<file path="src/core/adcoc_defines.svh">
// register offsets, field positions, reset values and write masks of the offset/mode bank
// How it works
// - with correction on, each channel output settles at midcode plus its programmed pedestal.
// - on the wide variant the six-bit pedestal is two's complement, -32 to +31, zero is midcode.
// - on the narrow variant only the upper four pedestal bits count, -8 to +7 around midcode.
// - channel A and channel B each keep their own pedestal register.
// - freeze clear keeps the estimate updating; freeze set holds and applies the last estimate.
// - the loop time constant is a four-bit field counted in sample clock cycles.
// - a one-bit field enables slow-rate mode for channel B, used only after the master enable.
// - a one-bit field enables slow-rate mode for channel A, used only after the master enable.
// - the master slow-rate bit keeps slow-rate off at 0 and hands control to channel bits at 1.
// - the two-bit swing field disables swing control at 00 and enables it at 11.
// - every register of the bank resets to zero.
`ifndef ADCOC_DEFINES_SVH
`define ADCOC_DEFINES_SVH
`define ADCOC_OFS_PED_A     8'hbf
`define ADCOC_OFS_PED_B     8'hc1
`define ADCOC_OFS_LOOP      8'hcf
`define ADCOC_OFS_SLOW_B    8'hdb
`define ADCOC_OFS_SLOW_MST  8'hef
`define ADCOC_OFS_SWING     8'hf1
`define ADCOC_OFS_SLOW_A    8'hf2
`define ADCOC_OFS_LOOP_EN   8'hf8
`define ADCOC_OFS_STATUS    8'hfc
`define ADCOC_PED_MSB       7
`define ADCOC_PED_LSB       2
`define ADCOC_HOLD_BIT      7
`define ADCOC_TC_MSB        5
`define ADCOC_TC_LSB        2
`define ADCOC_SLOW_B_BIT    0
`define ADCOC_SLOW_A_BIT    3
`define ADCOC_SLOW_MST_BIT  4
`define ADCOC_SWING_MSB     1
`define ADCOC_SWING_ON      2'h3
`define ADCOC_RST_VAL       8'h00
`define ADCOC_MASK_PED      8'hfc
`define ADCOC_MASK_LOOP     8'hbc
`define ADCOC_MASK_SLOW_B   8'h01
`define ADCOC_MASK_SLOW_MST 8'h10
`define ADCOC_MASK_SWING    8'h03
`define ADCOC_MASK_SLOW_A   8'h08
`endif

</file>
<file path="src/core/adcoc_pkg.sv">
// types shared by the offset/mode bank
`default_nettype none
package adcoc_pkg;
    typedef enum logic [1:0] {
        ADCOC_TRACK  = 2'h0,
        ADCOC_FROZEN = 2'h1
    } adcoc_loop_t;
endpackage : adcoc_pkg
`default_nettype wire

</file>
<file path="src/core/adcoc_loop.sv">
// one channel of the dc offset correction loop
`include "adcoc_defines.svh"
`default_nettype none
module adcoc_loop #(
    parameter int DW = 14
) (
    input  wire logic          pclk,
    input  wire logic          presetn,
    input  wire logic          enable,
    input  wire logic          hold,
    input  wire logic          wide,
    input  wire logic [5:0]    pedestal,
    input  wire logic [3:0]    settle_cycles,
    input  wire logic          sample_en,
    input  wire logic [DW-1:0] raw,
    output logic      [DW-1:0] corr_q,
    output logic      [DW-1:0] est_q,
    output logic               frozen_q
);
    adcoc_pkg::adcoc_loop_t state_q;
    logic [3:0]    tick_q;
    logic [DW-1:0] target;
    logic [DW-1:0] ped_ext;
    logic [DW-1:0] mid;
    logic [DW-1:0] err;
    logic          tick_done;

    assign mid = {1'b1, {(DW-1){1'b0}}};
    // narrow variant keeps only the upper four pedestal bits
    assign ped_ext = wide ? {{(DW-6){pedestal[5]}}, pedestal}
                          : {{(DW-4){pedestal[5]}}, pedestal[5:2]};
    assign target = mid + ped_ext;
    assign err = raw - est_q - target;
    assign tick_done = (tick_q >= settle_cycles);

    always_ff @(posedge pclk or negedge presetn) begin
        if (!presetn) begin
            state_q <= adcoc_pkg::ADCOC_TRACK;
        end else begin
            case (state_q)
                adcoc_pkg::ADCOC_TRACK:  if (enable && hold) state_q <= adcoc_pkg::ADCOC_FROZEN;
                adcoc_pkg::ADCOC_FROZEN: if (!hold) state_q <= adcoc_pkg::ADCOC_TRACK;
                default:                 state_q <= adcoc_pkg::ADCOC_TRACK;
            endcase
        end
    end

    // loop time constant counted in sample cycles
    always_ff @(posedge pclk or negedge presetn) begin
        if (!presetn) begin
            tick_q <= 4'h0;
        end else if (sample_en) begin
            tick_q <= tick_done ? 4'h0 : tick_q + 4'h1;
        end
    end

    // estimate steps one lsb per time constant, which trades settling speed for noise
    always_ff @(posedge pclk or negedge presetn) begin
        if (!presetn) begin
            est_q <= '0;
        end else if (!enable) begin
            est_q <= '0;
        end else if (sample_en && tick_done && state_q == adcoc_pkg::ADCOC_TRACK) begin
            if (err[DW-1]) begin
                est_q <= est_q - {{(DW-1){1'b0}}, 1'b1};
            end else if (err != '0) begin
                est_q <= est_q + {{(DW-1){1'b0}}, 1'b1};
            end
        end
    end

    // frozen estimate still applied on every sample_en cycle
    always_ff @(posedge pclk or negedge presetn) begin
        if (!presetn) begin
            corr_q <= '0;
        end else if (sample_en) begin
            corr_q <= enable ? raw - est_q : raw;
        end
    end

    always_ff @(posedge pclk or negedge presetn) begin
        if (!presetn) begin
            frozen_q <= 1'b0;
        end else begin
            frozen_q <= (state_q == adcoc_pkg::ADCOC_FROZEN);
        end
    end
endmodule : adcoc_loop
`default_nettype wire

</file>
<file path="src/core/adcoc_regs.sv">
// apb register bank for dc offset loop, slow-rate modes and swing control
//
// Implementation choice: the APB register port.
`include "adcoc_defines.svh"
`default_nettype none
module adcoc_regs #(
    parameter int DW   = 14,
    parameter bit WIDE = 1'b1,
    parameter bit HAS_SLOW_MST = 1'b1
) (
    input  wire logic          pclk,
    input  wire logic          presetn,
    input  wire logic          psel,
    input  wire logic          penable,
    input  wire logic          pwrite,
    input  wire logic [11:0]   paddr,
    input  wire logic [31:0]   pwdata,
    input  wire logic [3:0]    pstrb,
    output logic               pready,
    output logic      [31:0]   prdata,
    output logic               pslverr,
    input  wire logic          sample_en,
    input  wire logic [DW-1:0] raw_a,
    input  wire logic [DW-1:0] raw_b,
    output logic      [DW-1:0] corr_a_q,
    output logic      [DW-1:0] corr_b_q,
    output logic               slow_rate_a_q,
    output logic               slow_rate_b_q,
    output logic               swing_ctrl_q
);
    logic [7:0]    ped_a_q;
    logic [7:0]    ped_b_q;
    logic [7:0]    loop_q;
    logic [7:0]    slow_b_q;
    logic [7:0]    slow_mst_q;
    logic [7:0]    swing_q;
    logic [7:0]    slow_a_q;
    logic          loop_en_q;
    logic [DW-1:0] est_a;
    logic [DW-1:0] est_b;
    logic          frz_a;
    logic          frz_b;
    logic          wr_acc;
    logic          rd_acc;
    logic [7:0]    widx;
    logic          hit;
    logic [7:0]    rd_val;

    // byte offsets are word indices; word address is offset times four
    function automatic logic mapped(input logic [7:0] idx);
        mapped = (idx == `ADCOC_OFS_PED_A) || (idx == `ADCOC_OFS_PED_B)
              || (idx == `ADCOC_OFS_LOOP) || (idx == `ADCOC_OFS_SLOW_B)
              || (idx == `ADCOC_OFS_SLOW_MST) || (idx == `ADCOC_OFS_SWING)
              || (idx == `ADCOC_OFS_SLOW_A) || (idx == `ADCOC_OFS_LOOP_EN)
              || (idx == `ADCOC_OFS_STATUS);
    endfunction : mapped

    function automatic logic wr_hit(input logic [7:0] idx, input logic [7:0] ofs);
        wr_hit = (idx == ofs);
    endfunction : wr_hit

    assign widx   = paddr[9:2];
    assign hit    = mapped(widx) && (paddr[11:10] == 2'h0) && (paddr[1:0] == 2'h0);
    assign wr_acc = psel && penable && pwrite && hit && pstrb[0];
    assign rd_acc = psel && penable && !pwrite;

    // unassigned bits are masked so they read back zero whatever is written
    always_ff @(posedge pclk or negedge presetn) begin
        if (!presetn) begin
            ped_a_q    <= `ADCOC_RST_VAL;
            ped_b_q    <= `ADCOC_RST_VAL;
            loop_q     <= `ADCOC_RST_VAL;
            slow_b_q   <= `ADCOC_RST_VAL;
            slow_mst_q <= `ADCOC_RST_VAL;
            swing_q    <= `ADCOC_RST_VAL;
            slow_a_q   <= `ADCOC_RST_VAL;
            loop_en_q  <= 1'b0;
        end else if (wr_acc) begin
            if (wr_hit(widx, `ADCOC_OFS_PED_A)) begin
                ped_a_q <= pwdata[7:0] & `ADCOC_MASK_PED;
            end
            if (wr_hit(widx, `ADCOC_OFS_PED_B)) begin
                ped_b_q <= pwdata[7:0] & `ADCOC_MASK_PED;
            end
            if (wr_hit(widx, `ADCOC_OFS_LOOP)) begin
                loop_q <= pwdata[7:0] & `ADCOC_MASK_LOOP;
            end
            if (wr_hit(widx, `ADCOC_OFS_SLOW_B)) begin
                slow_b_q <= pwdata[7:0] & `ADCOC_MASK_SLOW_B;
            end
            if (wr_hit(widx, `ADCOC_OFS_SLOW_MST) && HAS_SLOW_MST) begin
                slow_mst_q <= pwdata[7:0] & `ADCOC_MASK_SLOW_MST;
            end
            if (wr_hit(widx, `ADCOC_OFS_SWING)) begin
                swing_q <= pwdata[7:0] & `ADCOC_MASK_SWING;
            end
            if (wr_hit(widx, `ADCOC_OFS_SLOW_A)) begin
                slow_a_q <= pwdata[7:0] & `ADCOC_MASK_SLOW_A;
            end
            if (wr_hit(widx, `ADCOC_OFS_LOOP_EN)) begin
                loop_en_q <= pwdata[0];
            end
        end
    end

    always_comb begin
        rd_val = 8'h00;
        case (widx)
            `ADCOC_OFS_PED_A:    rd_val = ped_a_q;
            `ADCOC_OFS_PED_B:    rd_val = ped_b_q;
            `ADCOC_OFS_LOOP:     rd_val = loop_q;
            `ADCOC_OFS_SLOW_B:   rd_val = slow_b_q;
            `ADCOC_OFS_SLOW_MST: rd_val = slow_mst_q;
            `ADCOC_OFS_SWING:    rd_val = swing_q;
            `ADCOC_OFS_SLOW_A:   rd_val = slow_a_q;
            `ADCOC_OFS_LOOP_EN:  rd_val = {7'h00, loop_en_q};
            `ADCOC_OFS_STATUS:   rd_val = {2'h0, swing_ctrl_q, slow_rate_b_q, slow_rate_a_q,
                                           frz_b, frz_a, loop_en_q};
            default:             rd_val = 8'h00;
        endcase
    end

    // zero wait states: pready high in every access phase
    always_ff @(posedge pclk or negedge presetn) begin
        if (!presetn) begin
            pready  <= 1'b0;
            prdata  <= 32'h0000_0000;
            pslverr <= 1'b0;
        end else begin
            pready  <= psel && !penable;
            pslverr <= psel && !penable && !hit;
            prdata  <= (psel && !penable && !pwrite && hit) ? {24'h00_0000, rd_val}
                                                           : 32'h0000_0000;
        end
    end

    // per-channel bits count only when the master bit hands them control
    always_ff @(posedge pclk or negedge presetn) begin
        if (!presetn) begin
            slow_rate_a_q <= 1'b0;
            slow_rate_b_q <= 1'b0;
        end else begin
            slow_rate_a_q <= slow_mst_q[`ADCOC_SLOW_MST_BIT] && slow_a_q[`ADCOC_SLOW_A_BIT];
            slow_rate_b_q <= slow_mst_q[`ADCOC_SLOW_MST_BIT] && slow_b_q[`ADCOC_SLOW_B_BIT];
        end
    end

    // reserved codes 01 and 10 leave swing control off
    always_ff @(posedge pclk or negedge presetn) begin
        if (!presetn) begin
            swing_ctrl_q <= 1'b0;
        end else begin
            swing_ctrl_q <= (swing_q[`ADCOC_SWING_MSB:0] == `ADCOC_SWING_ON);
        end
    end

    adcoc_loop #(.DW(DW)) u_loop_a (
        .pclk          (pclk),
        .presetn       (presetn),
        .enable        (loop_en_q),
        .hold          (loop_q[`ADCOC_HOLD_BIT]),
        .wide          (WIDE),
        .pedestal      (ped_a_q[`ADCOC_PED_MSB:`ADCOC_PED_LSB]),
        .settle_cycles (loop_q[`ADCOC_TC_MSB:`ADCOC_TC_LSB]),
        .sample_en     (sample_en),
        .raw           (raw_a),
        .corr_q        (corr_a_q),
        .est_q         (est_a),
        .frozen_q      (frz_a)
    );

    adcoc_loop #(.DW(DW)) u_loop_b (
        .pclk          (pclk),
        .presetn       (presetn),
        .enable        (loop_en_q),
        .hold          (loop_q[`ADCOC_HOLD_BIT]),
        .wide          (WIDE),
        .pedestal      (ped_b_q[`ADCOC_PED_MSB:`ADCOC_PED_LSB]),
        .settle_cycles (loop_q[`ADCOC_TC_MSB:`ADCOC_TC_LSB]),
        .sample_en     (sample_en),
        .raw           (raw_b),
        .corr_q        (corr_b_q),
        .est_q         (est_b),
        .frozen_q      (frz_b)
    );
endmodule : adcoc_regs
`default_nettype wire

</file>
<file path="config.mk">
export PLATFORM = sky130hd
export DESIGN_NAME = adcoc_regs
export DESIGN_NICKNAME = d
export VERILOG_FILES = /design/src/core/adcoc_pkg.sv /design/src/core/adcoc_loop.sv /design/src/core/adcoc_regs.sv
export VERILOG_INCLUDE_DIRS = /design/src /design/src/core
export SDC_FILE = /design/constraint.sdc
export NUM_CORES = 1
export LEC_CHECK = 0
export BUFFER_PORTS_ARGS = -buffer_cell sky130_fd_sc_hd__buf_2
export CORE_MARGIN = 3
export CORE_UTILIZATION = 45
export DETAILED_ROUTE_END_ITERATION = 8
export GPL_ROUTABILITY_DRIVEN = 0
export GPL_TIMING_DRIVEN = 0
export PLACE_DENSITY = 0.76
export SYNTH_ARGS = -nofsm -noshare
export SYNTH_HDL_FRONTEND = slang
export SYNTH_SLANG_ARGS = --single-unit
</file>
<file path="constraint.sdc">
create_clock -name pclk -period 6.7 [get_ports pclk]
set_input_delay 1.34 -clock pclk [delete_from_list [all_inputs] [get_ports pclk]]
set_output_delay 1.34 -clock pclk [all_outputs]
set_load 0.005 [all_outputs]
</file>
==> flow_results.xml <==
<?xml version="1.0" encoding="UTF-8"?>
<metrics>
  <group name="timing">
    <metric name="layout_worst_path_cycle_share" unit="">1.02</metric>
    <metric name="max-slew-margin-rel" unit="">0.403</metric>
    <metric name="timing.fmax" unit="GHz">0.147</metric>
    <metric name="setup_tns" unit="ns">-0.197</metric>
    <metric name="timing.hold.ws" unit="ns">0.461</metric>
    <metric name="setup_violations" unit="">3</metric>
    <metric name="timing_worst_slew_pin_value" unit="ns">0.895</metric>
    <metric name="timing.final.max_slew_violations" unit="">0</metric>
    <metric name="rsz0062_at_grt" unit="">true</metric>
    <metric name="hold_viol" unit="">0</metric>
    <metric name="fin_worst_skew" unit="ns">0.00812</metric>
    <metric name="min_period" unit="ns">6.81</metric>
    <metric name="layout_setup_ws" unit="ns">-0.111</metric>
  </group>
  <group name="critical_path">
    <metric name="worstSetupPathType" unit="">in2reg</metric>
    <metric name="critical_path.reg2reg.startpoint" unit="">u_loop_b.est_q[1]</metric>
    <metric name="path_max_fanout" unit="">7</metric>
    <metric name="worst_setup_path_end_kind" unit="">flip-flop</metric>
    <metric name="critical_path_arrival" unit="ns">7.11</metric>
    <metric name="timing.critical_path.required" unit="ns">7.00</metric>
    <metric name="setup.worst_path.start_class" unit="">primary input</metric>
    <metric name="worstSetupStartpoint" unit="">raw_b[1]</metric>
  </group>
  <group name="grt">
    <metric name="grt_remaining_overflow" unit="">0</metric>
    <metric name="grt_first_pass_wirelength" unit="µm">38100</metric>
    <metric name="antenna_found_initial" unit="">2</metric>
    <metric name="via_count_of_the_first_global_routing_pass" unit="">7717</metric>
    <metric name="globalRouteTotalUtil" unit="">0.216</metric>
    <metric name="maximum_number_of_pins_on_one_net_before_global_route_repair" unit="">61</metric>
  </group>
  <group name="clocking">
    <metric name="tritoncts.num_buffers" unit="">9</metric>
    <metric name="clock_tree.buffer_depth" unit="">2</metric>
    <metric name="clock_sinks" unit="">104</metric>
    <metric name="worstSkewPairLatency" unit="ns">0.36</metric>
    <metric name="clk_pin_slew" unit="ns">0.08</metric>
    <metric name="h-tree-depth" unit="">3</metric>
    <metric name="cts-hold-fix-buffers" unit="">0</metric>
    <metric name="clockRootBuffer" unit="">sky130_fd_sc_hd__clkbuf_16</metric>
    <metric name="tritoncts_clock_tree" unit="">yes</metric>
  </group>
  <group name="route">
    <metric name="antenna_left" unit="">0</metric>
    <metric name="total_wirelength_of_the_detailed_routed_design" unit="µm">25800</metric>
    <metric name="number_of_violations_reported_at_the_end_of_detailed_routing_iteration_0" unit="">658</metric>
    <metric name="post-route-drc-count" unit="">0</metric>
    <metric name="routed-via-count" unit="">8328</metric>
    <metric name="first_pass_iteration_count_of_the_detailed_router" unit="">7</metric>
    <metric name="routedWlPerCell" unit="µm">17.8</metric>
    <metric name="via_per_inst" unit="">5.74</metric>
  </group>
  <group name="yosys">
    <metric name="syn_area_per_cell" unit="µm²">8.91</metric>
    <metric name="synth-edff-count" unit="">0</metric>
    <metric name="synthTopCellsByArea" unit="">sky130_fd_sc_hd__dfrtp_1 (29%), sky130_fd_sc_hd__ha_1 (16%), sky130_fd_sc_hd__a21oi_1 (3.8%)</metric>
    <metric name="ffs_w_async_s_r_synth" unit="">1.00</metric>
    <metric name="synth_area_leader_cell" unit="">sky130_fd_sc_hd__dfrtp_1</metric>
    <metric name="synth.most_common_cell" unit="">sky130_fd_sc_hd__ha_1</metric>
    <metric name="syn-instance-count" unit="">1008</metric>
    <metric name="mappedNetlistArea" unit="µm²">8980</metric>
    <metric name="synth_warn" unit="">0</metric>
    <metric name="ys_top_cells_by_count" unit="">sky130_fd_sc_hd__ha_1 (114), sky130_fd_sc_hd__dfrtp_1 (104), sky130_fd_sc_hd__nor2_1 (72), sky130_fd_sc_hd__a21oi_1 (69), sky130_fd_sc_hd__nand2_1 (67)</metric>
    <metric name="synth.top_cell.area_share" unit="">0.290</metric>
    <metric name="synth_sequential_area_ratio" unit="">0.290</metric>
    <metric name="synth_flop_cell" unit="">sky130_fd_sc_hd__dfrtp_1</metric>
    <metric name="synthDistinctLibCells" unit="">76</metric>
    <metric name="synth.ff_latch_count" unit="">104</metric>
  </group>
  <group name="place">
    <metric name="io_buffers" unit="">94</metric>
    <metric name="dpl-instance-area" unit="µm²">10000</metric>
    <metric name="detailed_placement_hpwl" unit="µm">18000</metric>
  </group>
  <group name="floorplanning">
    <metric name="top_level_pins" unit="">147</metric>
    <metric name="start_util" unit="">0.460</metric>
    <metric name="dieArea" unit="µm²">21700</metric>
    <metric name="core" unit="µm²">19500</metric>
    <metric name="die_height" unit="µm">147</metric>
    <metric name="die-width" unit="µm">147</metric>
    <metric name="placementRows" unit="">51</metric>
  </group>
  <group name="pwr">
    <metric name="cellPowerDensity" unit="nW/µm²">204</metric>
    <metric name="static-leakage-power" unit="µW">0.00496</metric>
    <metric name="worst_case_vdd_ir_drop" unit="mV">0.135</metric>
    <metric name="totalPowerFinal" unit="µW">2280</metric>
  </group>
  <group name="job">
    <metric name="maxCapViolCount" unit="">0</metric>
  </group>
  <group name="outcome">
    <metric name="failed_checks" unit="">setup timing</metric>
    <metric name="status" unit="">finished, violations left</metric>
  </group>
  <group name="hold_path">
    <metric name="hold_class" unit="">reg2reg</metric>
    <metric name="timing.hold.worst.start" unit="">u_loop_a.state_q[0]</metric>
  </group>
  <group name="layout">
    <metric name="final_net_count" unit="">1383</metric>
    <metric name="drive_gt1_frac" unit="">0.246</metric>
    <metric name="synthesis_to_layout_area_growth" unit="%">24.7</metric>
    <metric name="fin_util" unit="">0.573</metric>
    <metric name="design_area" unit="µm²">11200</metric>
  </group>
</metrics>
-- worst max-delay path, cell delays in order --
cell and delay, ns:
sky130_fd_sc_hd__buf_2 0.13, sky130_fd_sc_hd__ha_1 0.30, sky130_fd_sc_hd__nor2b_1 0.17, sky130_fd_sc_hd__o31ai_2 0.31, sky130_fd_sc_hd__a21oi_1 0.18, sky130_fd_sc_hd__a21oi_1 0.24, sky130_fd_sc_hd__xnor2_1 0.21, sky130_fd_sc_hd__ha_1 0.30
sky130_fd_sc_hd__ha_1 0.23, sky130_fd_sc_hd__or3_4 0.40, sky130_fd_sc_hd__a311o_1 0.33, sky130_fd_sc_hd__o2111ai_4 0.09, sky130_fd_sc_hd__a32oi_4 0.16, sky130_fd_sc_hd__xnor2_4 0.26, sky130_fd_sc_hd__xnor2_4 0.11, sky130_fd_sc_hd__buf_12 0.18
sky130_fd_sc_hd__ha_2 0.21, sky130_fd_sc_hd__nor3_2 0.29, sky130_fd_sc_hd__o21ai_4 0.12, sky130_fd_sc_hd__nand3_4 0.11, sky130_fd_sc_hd__nand3_2 0.09, sky130_fd_sc_hd__a41o_1 0.28, sky130_fd_sc_hd__or4b_4 0.54, sky130_fd_sc_hd__mux2i_1 0.18
sky130_fd_sc_hd__xor2_1 0.17, sky130_fd_sc_hd__and2_1 0.14
-- path summary, 6_finish.rpt --
path	endpoint	slack, ns	cells after the start
worst max-delay path	u_loop_b.est_q[13]	-0.11	26
worst min-delay path	u_loop_a.frozen_q	0.46	0
worst min register to register	u_loop_a.frozen_q	0.46	0
min in group asynchronous	slow_rate_b_q	0.99	1
worst max register to register	u_loop_b.est_q[13]	0.39	26
max in group asynchronous	u_loop_b.corr_q[8]	5.00	2
-- per-stage QoR --
| step | worst slack [ns] | instances |
|---|---|---|
| 4_1_cts | 0.00215 | 1434 |
| 5_1_grt | -0.409 | 1452 |
| 6_report | -0.111 | 1452 |
| 2_1_floorplan | -0.0924 | 1031 |
| 3_5_place_dp | -1.09 | 1391 |
| 3_3_place_gp | -1.02 | 1390 |
-- flip-flops by register name, summed over array words and instances (netlist names), 2 cells and up --
name and count:
u_loop_a.tick_q 4, u_loop_b.corr_q 14, ped_a_q 6, ped_b_q 6, loop_q 5, prdata 8
u_loop_a.corr_q 14, u_loop_b.est_q 14, swing_q 2, u_loop_b.tick_q 4, u_loop_a.est_q 14
-- routing by layer --
layer,vias to the layer above,routed length [µm],track usage
met1,4003,10900,0.276
met2,298,12500,0.364
met3,76,1460,0.0475
met5,-,7,0
li1,3949,-,-
met4,2,933,0.0699
-- layout by cell type (no fill, tap or decap), types with 9 or more instances in the layout --
cell and instances:
sky130_fd_sc_hd__nand2_1 65, sky130_fd_sc_hd__ha_1 97, sky130_fd_sc_hd__clkbuf_1 18, sky130_fd_sc_hd__o21a_1 15, sky130_fd_sc_hd__nand3b_1 9, sky130_fd_sc_hd__conb_1 24
sky130_fd_sc_hd__nand4_1 13, sky130_fd_sc_hd__buf_2 94, sky130_fd_sc_hd__a21oi_1 65, sky130_fd_sc_hd__nand2b_1 15, sky130_fd_sc_hd__o21ai_1 25, sky130_fd_sc_hd__dfrtp_1 104
sky130_fd_sc_hd__nand3_1 36, sky130_fd_sc_hd__o21ai_0 24, sky130_fd_sc_hd__clkbuf_16 9, sky130_fd_sc_hd__a21o_1 19, sky130_fd_sc_hd__ha_4 14, sky130_fd_sc_hd__mux2i_1 26
sky130_fd_sc_hd__xnor2_1 27, sky130_fd_sc_hd__o31ai_1 10, sky130_fd_sc_hd__and2_1 11, sky130_fd_sc_hd__nor3_1 20, sky130_fd_sc_hd__nor2_1 70, sky130_fd_sc_hd__inv_1 65
sky130_fd_sc_hd__xor2_1 21, sky130_fd_sc_hd__buf_4 64, sky130_fd_sc_hd__mux2_2 26
-- power by group --
group,switching [µW],internal (µW)
logic,552,496
clock network,268,310
registers,10.8,643
total,831,1450
-- timing repair --
action | in CTS | in global routing
pin swaps | 26 | 53
cloned | 1 | 0
gates resized for setup | 26 | 69
setup buffers | 27 | 20
endpoints found under the setup margin | 12 | 13
-- cell type report --
type	instances	area, µm²
buffer	50	299
multi-input combinational	812	6520
sequential	104	2600
antenna	1	2.50
clock inverter	6	85.1
clock buffer	10	239
fill	1660	8330
inverter	66	250
timing repair buffer	138	870
tap	265	332
-- cells by family after synthesis --
logic type	Yosys count	share of synthesized area
simple gates	297	0.165
compound gates	257	0.188
fa+ha+maj	120	0.172
other cells	1	0.000417
xor+xnor	54	0.0535
buf+inv	116	0.0609
flops	104	0.290
mux	59	0.0703
Power figures use the tool's default switching activity.
